**config.mk**
```make
export PLATFORM = sky130hd
export DESIGN_NAME = vt_failure_supervision
export DESIGN_NICKNAME = d
export VERILOG_FILES = /design/src/vt_failure_supervision_pkg.sv /design/src/vt_failure_supervision.sv
export SDC_FILE = /design/constraint.sdc
export NUM_CORES = 2
export LEC_CHECK = 0
export ABC_AREA = 0
export ABC_CLOCK_PERIOD_IN_PS = 9600
export BUFFER_PORTS_ARGS = -buffer_cell sky130_fd_sc_hd__buf_2
export CAP_MARGIN = 20
export CORE_MARGIN = 10
export CORE_UTILIZATION = 50
export CTS_CLUSTER_SIZE = 30
export DETAILED_ROUTE_END_ITERATION = 6
export GPL_TIMING_DRIVEN = 0
export PLACE_DENSITY = 0.75
export SLEW_MARGIN = 30
export SYNTH_ARGS = -nofsm -noshare
export SYNTH_HDL_FRONTEND = slang
export SYNTH_SLANG_ARGS = --single-unit
```
**constraint.sdc**
```tcl
create_clock -name clk_i -period 9.6 [get_ports clk_i]
set_input_delay 1.44 -clock clk_i [delete_from_list [all_inputs] [get_ports clk_i]]
set_output_delay 1.44 -clock clk_i [all_outputs]
set_load 0.03 [all_outputs]
```
**src/vt_failure_supervision_pkg.sv**
```systemverilog
// Purpose: Shared constants and carriers for the voltage input failure supervision block
// Assumes: Voltages in units of 0.1 V, currents in units of In/1000, 16-bit magnitudes
// Notes:   Register map sits on a plain strobe port with 16-bit data
package vt_failure_supervision_pkg;

  // ---------------------------------------------------------------------------
  // Level detector thresholds
  // ---------------------------------------------------------------------------
  localparam logic [15:0] V2_THR_STD      = 16'h0064; // 10 V
  localparam logic [15:0] V2_THR_HIGH     = 16'h0190; // 40 V
  localparam logic [15:0] VPH_PICKUP_STD  = 16'h012C; // 30 V
  localparam logic [15:0] VPH_DROP_STD    = 16'h0064; // 10 V
  localparam logic [15:0] VPH_PICKUP_HIGH = 16'h04B0; // 120 V
  localparam logic [15:0] VPH_DROP_HIGH   = 16'h0190; // 40 V
  localparam logic [15:0] I2_SET_MIN      = 16'h0032; // 0.05 In
  localparam logic [15:0] I2_SET_MAX      = 16'h01F4; // 0.5 In
  localparam logic [15:0] I2_SET_DEFAULT  = 16'h0032; // 0.05 In
  localparam logic [15:0] DI_THR          = 16'h0064; // 0.1 In, not settable
  localparam logic [15:0] OC_SET_DEFAULT  = 16'h04B0; // 1.2 In
  localparam logic [15:0] ALARM_DLY_DEFAULT = 16'h0064; // Samples

  // ---------------------------------------------------------------------------
  // Superimposed current history and timing
  // ---------------------------------------------------------------------------
  localparam int          SAMPLES_PER_CYCLE = 24;
  localparam int          PTR_W             = 5;
  localparam logic [4:0]  PTR_LAST          = 5'h17;
  localparam longint      CLK_HZ            = 125000000;
  localparam longint      OC_OPERATE_MS     = 20;
  localparam longint      OC_OPERATE_CYC    = (OC_OPERATE_MS * CLK_HZ) / 1000;

  // ---------------------------------------------------------------------------
  // Register map
  // ---------------------------------------------------------------------------
  localparam logic [7:0] ADDR_CTRL      = 8'h00;
  localparam logic [7:0] ADDR_I2_SET    = 8'h04;
  localparam logic [7:0] ADDR_OC_SET    = 8'h08;
  localparam logic [7:0] ADDR_ALARM_DLY = 8'h0C;
  localparam logic [7:0] ADDR_STATUS    = 8'h10;
  localparam int         CTRL_HIGH_RATED_BIT = 0;
  localparam int         CTRL_FLAG_CLR_BIT   = 1;
  localparam int         CTRL_LATE_CLR_BIT   = 2;

  // ---------------------------------------------------------------------------
  // Carriers and states
  // ---------------------------------------------------------------------------
  typedef struct packed {
    logic [2:0][15:0] v_ph;    // Phase voltage magnitudes
    logic [15:0]      v2;      // Negative sequence voltage magnitude
    logic [15:0]      i2;      // Negative sequence current magnitude
    logic [2:0][15:0] i_inst;  // Phase current samples, two's complement
    logic [2:0][15:0] i_mag;   // Phase current magnitudes
  } meas_type;

  typedef struct packed {
    logic fast_block_out;
    logic slow_block_out;
    logic supervision_flag;
    logic alarm;
  } block_out_type;

  typedef enum logic [1:0] {
    ALM_IDLE   = 2'b00,
    ALM_TIMING = 2'b01,
    ALM_ACTIVE = 2'b10
  } alarm_state_type;

endpackage : vt_failure_supervision_pkg

```
**src/vt_failure_supervision.sv**
```systemverilog
// Purpose: Detect loss of the voltage transformer inputs and drive block and alarm outputs
// Assumes: sample_i pulses once per measurement sample, with meas_i valid in that cycle
// Notes:   Detectors and block outputs update together on the sample strobe; a flag clear write clears the flag unless a sample sees the condition that cycle
//
// Notes on behaviour
// - Negative sequence voltage without negative sequence current flags input failure.
// - V2 threshold 10V or 40V; I2 threshold settable 0.05-0.5 In, default 0.05.
// - All phase voltages collapsed and no superimposed current raises the condition.
// - Superimposed current is present sample minus sample one cycle earlier.
// - Phase voltage detectors pick up 30V, drop 10V; high rating 120V, 40V.
// - Superimposed current detectors use a fixed 0.1 In sensitivity.
// - Energizing with no voltages blocks only if the overcurrent inhibit stays off.
// - Energization path works only while the line is reported live.
// - Phase overcurrent detectors use a settable threshold and operate within 20ms.
// - Fast block follows any detected supervision condition.
// - Slow block output exists to suppress the any-pole-dead signal.
// - Indication output reports that a supervision operation has occurred.
// - Alarm output asserts only after a time delay following detection.
// - Slow block suppresses only voltage/current pole dead, never breaker-open pole dead.
//
// Added by the designer: the placing of the registers and the plain strobed port.
`timescale 1ns/1ps

module vt_failure_supervision
  import vt_failure_supervision_pkg::*;
#(
  parameter longint OC_OPERATE_CYCLES = OC_OPERATE_CYC
) (
  // Clock and reset
  input  wire logic          clk_i,
  input  wire logic          nrst_i,
  // Measurement side
  input  wire logic          sample_i,
  input  wire meas_type      meas_i,
  input  wire logic          live_line_i,
  // Register port
  input  wire logic [7:0]    addr_i,
  input  wire logic [15:0]   wdata_i,
  input  wire logic          wr_i,
  input  wire logic          rd_i,
  output logic      [15:0]   rdata_o,
  // Protection side
  output block_out_type      block_o
);

  // ---------------------------------------------------------------------------
  // Helpers
  // ---------------------------------------------------------------------------
  // Threshold choice by input rating, used by several detectors
  function automatic logic [15:0] by_rating(input logic hi, input logic [15:0] std_v,
                                            input logic [15:0] hi_v);
    by_rating = hi ? hi_v : std_v;
  endfunction : by_rating

  // Keeps a written negative sequence current setting inside its legal range
  function automatic logic [15:0] clamp_i2(input logic [15:0] val);
    if (val < I2_SET_MIN) begin
      clamp_i2 = I2_SET_MIN;
    end else if (val > I2_SET_MAX) begin
      clamp_i2 = I2_SET_MAX;
    end else begin
      clamp_i2 = val;
    end
  endfunction : clamp_i2

  // Magnitude of the change between two signed samples
  function automatic logic [16:0] abs_delta(input logic [15:0] now_v, input logic [15:0] old_v);
    logic signed [16:0] d;
    d = $signed({now_v[15], now_v}) - $signed({old_v[15], old_v});
    abs_delta = d[16] ? 17'(-d) : 17'(d);
  endfunction : abs_delta

  // ---------------------------------------------------------------------------
  // State
  // ---------------------------------------------------------------------------
  typedef struct packed {
    logic            high_rated;
    logic [15:0]     i2_set;
    logic [15:0]     oc_set;
    logic [15:0]     alarm_dly;
    logic [15:0]     alarm_cnt;
    alarm_state_type alm;
    logic [2:0]      v_det;
    logic            v2_det;
    logic            i2_det;
    logic [2:0]      di_det;
    logic [2:0]      oc_det;
    logic [PTR_W-1:0] ptr;
    logic            hist_full;
    logic            late;
    logic [31:0]     gap_cnt;
    block_out_type   out;
    logic [15:0]     rdata;
  } state_type;

  state_type s_reg;
  state_type s_next;

  logic [15:0] hist_mem [3][SAMPLES_PER_CYCLE];
  logic [2:0]  v_now;
  logic [2:0]  di_now;
  logic [2:0]  oc_now;
  logic        v2_now;
  logic        i2_now;
  logic        all_absent;
  logic        neg_now;
  logic        load_now;
  logic        ener_now;
  logic        cond_now;

  // ---------------------------------------------------------------------------
  // Per-phase detectors and one-cycle history
  // ---------------------------------------------------------------------------
  genvar p;
  generate
    for (p = 0; p < 3; p++) begin : g_phase
      // Hysteresis: pick up at the high level, hold until below the drop level
      assign v_now[p] = (meas_i.v_ph[p] >= by_rating(s_reg.high_rated, VPH_PICKUP_STD,
                                                     VPH_PICKUP_HIGH)) ? 1'b1 :
                        (meas_i.v_ph[p] <  by_rating(s_reg.high_rated, VPH_DROP_STD,
                                                     VPH_DROP_HIGH)) ? 1'b0 :
                        s_reg.v_det[p];
      // Until a whole cycle is stored the change is unknown, so assume a fault
      assign di_now[p] = !s_reg.hist_full ||
                         (abs_delta(meas_i.i_inst[p], hist_mem[p][s_reg.ptr]) >=
                          {1'b0, DI_THR});
      assign oc_now[p] = meas_i.i_mag[p] >= s_reg.oc_set;

      // History keeps one power-system cycle of samples per phase
      always_ff @(posedge clk_i) begin
        if (sample_i) begin
          hist_mem[p][s_reg.ptr] <= meas_i.i_inst[p];
        end
      end
    end
  endgenerate

  // ---------------------------------------------------------------------------
  // Supervision decision
  // ---------------------------------------------------------------------------
  // Fault current keeps the negative sequence path stable
  assign v2_now     = meas_i.v2 >= by_rating(s_reg.high_rated, V2_THR_STD, V2_THR_HIGH);
  assign i2_now     = meas_i.i2 >= s_reg.i2_set;
  assign neg_now    = v2_now && !i2_now;
  assign all_absent = ~|v_now;
  assign load_now   = all_absent && !(|di_now);
  // A close-up fault picks up the inhibit detector and must be left to trip
  assign ener_now   = all_absent && live_line_i && !(|oc_now);
  assign cond_now   = neg_now || load_now || ener_now;

  // ---------------------------------------------------------------------------
  // Next-state logic
  // ---------------------------------------------------------------------------
  always_comb begin
    s_next       = s_reg;
    s_next.rdata = 16'h0000;

    // Register writes
    if (wr_i) begin
      case (addr_i)
        ADDR_CTRL: begin
          s_next.high_rated = wdata_i[CTRL_HIGH_RATED_BIT];
        end
        ADDR_I2_SET:    s_next.i2_set    = clamp_i2(wdata_i);
        ADDR_OC_SET:    s_next.oc_set    = wdata_i;
        ADDR_ALARM_DLY: s_next.alarm_dly = wdata_i;
        default: begin
        end
      endcase
    end

    // Clears from software, a new event in the same cycle wins below
    if (wr_i && addr_i == ADDR_CTRL && wdata_i[CTRL_FLAG_CLR_BIT]) begin
      s_next.out.supervision_flag = 1'b0;
    end
    if (wr_i && addr_i == ADDR_CTRL && wdata_i[CTRL_LATE_CLR_BIT]) begin
      s_next.late = 1'b0;
    end

    // Late sample watchdog: detectors can only answer within 20ms if samples keep coming
    if (sample_i) begin
      s_next.gap_cnt = 32'h0000_0000;
    end else if (s_reg.gap_cnt < 32'(OC_OPERATE_CYCLES)) begin
      s_next.gap_cnt = s_reg.gap_cnt + 32'h0000_0001;
    end else begin
      s_next.late = 1'b1;
    end

    // Evaluation once per sample
    if (sample_i) begin
      s_next.v_det     = v_now;
      s_next.v2_det    = v2_now;
      s_next.i2_det    = i2_now;
      s_next.di_det    = di_now;
      s_next.oc_det    = oc_now;
      s_next.ptr       = (s_reg.ptr == PTR_LAST) ? '0 : s_reg.ptr + PTR_W'(1);
      s_next.hist_full = s_reg.hist_full || (s_reg.ptr == PTR_LAST);

      s_next.out.fast_block_out = cond_now;
      // Slow block needs the condition on two samples in a row; it is meant only
      // for the undervoltage/undercurrent pole dead terms, breaker-open is untouched
      s_next.out.slow_block_out = cond_now && s_reg.out.fast_block_out;
      if (cond_now) begin
        s_next.out.supervision_flag = 1'b1;
      end

      // Alarm timer restarts whenever the condition drops before expiry
      case (s_reg.alm)
        ALM_IDLE: begin
          s_next.alarm_cnt = 16'h0000;
          if (cond_now) begin
            s_next.alm = ALM_TIMING;
          end
        end
        ALM_TIMING: begin
          if (!cond_now) begin
            s_next.alm       = ALM_IDLE;
            s_next.alarm_cnt = 16'h0000;
          end else if (s_reg.alarm_cnt + 16'h0001 >= s_reg.alarm_dly) begin
            s_next.alm       = ALM_ACTIVE;
            s_next.out.alarm = 1'b1;
          end else begin
            s_next.alarm_cnt = s_reg.alarm_cnt + 16'h0001;
          end
        end
        ALM_ACTIVE: begin
          if (!cond_now) begin
            s_next.alm       = ALM_IDLE;
            s_next.out.alarm = 1'b0;
          end
        end
        default: begin
          s_next.alm       = ALM_IDLE;
          s_next.out.alarm = 1'b0;
        end
      endcase
    end

    // Register reads, data stands for one cycle only
    if (rd_i) begin
      case (addr_i)
        ADDR_CTRL:      s_next.rdata = {15'h0000, s_reg.high_rated};
        ADDR_I2_SET:    s_next.rdata = s_reg.i2_set;
        ADDR_OC_SET:    s_next.rdata = s_reg.oc_set;
        ADDR_ALARM_DLY: s_next.rdata = s_reg.alarm_dly;
        ADDR_STATUS:    s_next.rdata = {s_reg.oc_det, s_reg.di_det, s_reg.v_det,
                                        s_reg.i2_det, s_reg.v2_det, s_reg.late,
                                        s_reg.out.alarm, s_reg.out.supervision_flag,
                                        s_reg.out.slow_block_out,
                                        s_reg.out.fast_block_out};
        default:        s_next.rdata = 16'h0000;
      endcase
    end
  end

  // ---------------------------------------------------------------------------
  // State register
  // ---------------------------------------------------------------------------
  always_ff @(posedge clk_i or negedge nrst_i) begin
    if (!nrst_i) begin
      s_reg           <= '0;
      s_reg.i2_set    <= I2_SET_DEFAULT;
      s_reg.oc_set    <= OC_SET_DEFAULT;
      s_reg.alarm_dly <= ALARM_DLY_DEFAULT;
      s_reg.alm       <= ALM_IDLE;
    end else begin
      s_reg <= s_next;
    end
  end

  assign rdata_o = s_reg.rdata;
  assign block_o = s_reg.out;
endmodule : vt_failure_supervision

```
==> results.md <==
* Outcome: complete, no violations
* Ys flop type: edfxtp_1
* Cell Area, Synth at 0.0560 mm2
* Routed Antenna Nets at 0
* Final WL at 146000 um
* Vias in the first global route at 33673
* Worst path arrival time at 9.68 ns
* Die H at 355 um
* Yosys warns at 0
* Pleak at 0.0225 uW
* GRT Resource Usage Total at 22.7%
* Most frequent cells in the layout: 1152 x edfxtp_1, 288 x mux4_2, 233 x buf_2
* Routed wire per std cell at 27.7 um
* HP Class: flop to flop
* EDFF count, synth at 1152
* HP Start: s_reg[127]
* Reg-to-Reg Start: s_reg[55]
* Critical path depth at 22
* Sequential share of power at 35.6%
* Synth top area share at 61.8%
* Synth top area cells: edfxtp_1 62%, mux4_2 12%, dfrtp_1 5.7%
* CTS tree: yes
* Post-DP HPWL at 96800 um
* Syn_nets at 3610
* CP startpoint: s_reg[55]
* Area of the multi-input gates at 0.0170 mm2
* Routed vias at 33229
* Combinational Power Share at 38.6%
* Worst Path Buf+Inv at 6
* Clock power share at 25.8%
* Critical path's largest stage delay at 0.80 ns
* Cell Rows at 122
* Layout cells sized above 1 at 25.3%
* Core area at 0.111 mm2
* Clock root cell: clkbuf_16
* Psw at 6590 uW
* CTS Buf Count at 120
* CP max FO at 10
* Worst hold path depth at 2
* Req. time, crit path at 10.25 ns
* R2r setup slk at 0.58 ns
* Clock-pin transition on the worst setup and hold timing paths at 0.07 ns
* Iteration-0 DRC count of the detailed router at 3794
* Leading cell type in the layout, fill and taps excluded: edfxtp_1
* Clock sink total at 1289
* Total Power at 18500 uW
* Area delta synth->final at 16.0%
* Pin count of the biggest net entering global routing at 74
* Synth Area per Inst at 17.3 um2
* Initial Util at 50.4%
* Pwr Density at 284 mW/mm2
* Post-CTS Setup Inserts at 0
* Vias per cell at 6.32
* I/O pins at 226
* Metal2 WL at 71800 um
* Crit path capture type: flop
* H-tree levels at 3
* Worst slew pin tran at 1.05 ns
* Port Buffers at 224
* WHS Endpoint: s_reg[127]
* Register area share after synthesis at 68.0%
* Number of flip-flops in the largest register at 1152
* RSZ-0062 raised after global routing: false
* Max-cap violations at 0
* Synth Instances at 3231
* Maximum clock frequency at 111 MHz
* Initial antenna violation count at 12
* Final Cell Area at 0.0649 mm2
* Utilization after layout at 58.5%
* Filler Cell Count at 7982
* Hold_buf cts at 0
* CP Launch Type: flop
* M1 wire length at 54600 um
* CTS resizes at 0
* Final setup violation count at 0
* Final period util at 94.0%
* R2R cell count at 22
* Final Hold Vio Count at 0
* Synth Register Bits at 1289
* Int Pwr at 11900 uW
* Hold slack at 0.504 ns
* Final #Nets at 4043
* Clock Path Buffers at 3
* Post-synth ARST share at 10.6%
* Grt total ovfl at 0
* Final Slew Violations at 0
* First-pass GRT wire length at 218000 um
* Critical path type: flop to flop
* Drt pass-1 iters at 6
* Worst-Skew Late Latency at 0.73 ns
* GP Congestion at 0.882
* Worst vdd ir at 0.216 mV
* Residual DRC count at 0
* Top cell type by total area after synthesis: edfxtp_1
* Synth unique cells at 87
* Die X at 355 um
* Min Tclk post-route at 9.02 ns
* Slew margin rel. at 30.2%
* Setup Skew at 0.0366 ns
* Die area at 0.126 mm2
* DR WL met3 at 14500 um
* Ordered list of cells on the worst path: clkbuf_2 -> clkbuf_1 -> clkbuf_1 -> clkbuf_1 -> mux4_2 -> a22oi_1 -> nand3_1 -> ha_1 -> inv_1 -> fa_1 -> a211oi_2 -> o21ai_2 -> xor2_2 -> a2111oi_2 -> nand3_1 -> nor4_1 -> nor3b_1 -> o2111ai_1 -> o41a_4 -> buf_6 -> nor4_1 -> a21o_1
* Most used cell, CP: clkbuf_1
* Register Area at 0.0380 mm2
* Critical Path Slowest Stage Cell: clkbuf_1
* Post-DP Area at 0.0609 mm2
* CP delay by family, top: buffers and inverters
* Top Metal Used: met5
* Worst reg2reg endpoint: s_reg[75]
* Switching Fraction at 35.7%
[how the worst max path moves through the flow]
| stage | end | slack [ns] |
|---|---|---|
| final | s_reg[75] | 0.58 |
| after global routing | s_reg[72] | 0.23 |
| after CTS | s_reg[83] | 0.12 |
| after detailed placement | s_reg[83] | 0.24 |
| after global placement | s_reg[53] | -0.80 |
| after floorplan | s_reg[73] | 2.90 |
[tightest hold or removal path: stages, from the launching register on]
cell and delay (ns):
dfrtp_1 0.35, nand2_1 0.05, o21ai_0 0.07
[synth_stat cells (16+ instances only)]
cell type,n
a221o_1,56
buf_4,20
mux2_2,36
nor2b_1,27
and3_1,20
a22o_1,64
nand3_1,39
xnor2_1,35
nand2b_1,16
mux4_2,288
o211ai_1,21
nor3_1,35
nand2_1,104
edfxtp_1,1152
a22oi_1,28
inv_1,93
clkbuf_1,115
ha_1,170
nand4_1,25
a211oi_1,17
a221oi_1,46
nor2_1,156
buf_1,28
o21ai_0,78
a21o_1,72
dfrtp_1,127
nor4_1,26
xor2_1,26
a21oi_1,85
[through the flow]
step           TNS [ns]  worst slack (ns)  std cells
6_report              0             0.575       5261
5_1_grt               0             0.230       5257
3_3_place_gp     -35.55            -0.803       4943
4_1_cts               0             0.116       5255
2_1_floorplan         0              2.90       3231
3_5_place_dp          0             0.241       5030
[routing by layer]
layer / track usage (%) / up-vias
met1: 29.7 / 16863
li1: - / 14126
met2: 37.9 / 1899
met4: 7.66 / 10
met5: 0 / -
met3: 4.65 / 331
[cells by family after synthesis]
| logic type | after synthesis | share of synthesized area [%] |
|---|---|---|
| DFF | 1289 | 68.0 |
| AOI/OAI and AO/OA | 589 | 8.01 |
| and+or+nand+nor | 525 | 4.75 |
| muxes | 332 | 12.5 |
| buffers and inverters | 261 | 1.93 |
| adders and majority gates | 173 | 3.91 |
| xor gates and xnor gates | 62 | 0.984 |
[power groups by stage]
stage | clock [uW] | sequential, uW | combinational, uW
final | 4760 | 6580 | 7140
after global placement | 0 | 6710 | 6610
after CTS | 4800 | 6570 | 7060
after global routing | 5010 | 6590 | 7730
after floorplan | 0 | 6650 | 4920
after detailed placement | 0 | 6680 | 6970
[area by class of cell]
type	count	area share (%)
clock buffers	141	4.81
well taps	1488	2.87
clock inverters	84	1.27
inverters	93	0.538
repair buffers	311	4.48
multi-input cells	1681	26.2
flip-flops and latches	1289	58.6
diodes	6	0.0231
plain buffers	168	1.20
(Power assumes the default switching activity.)
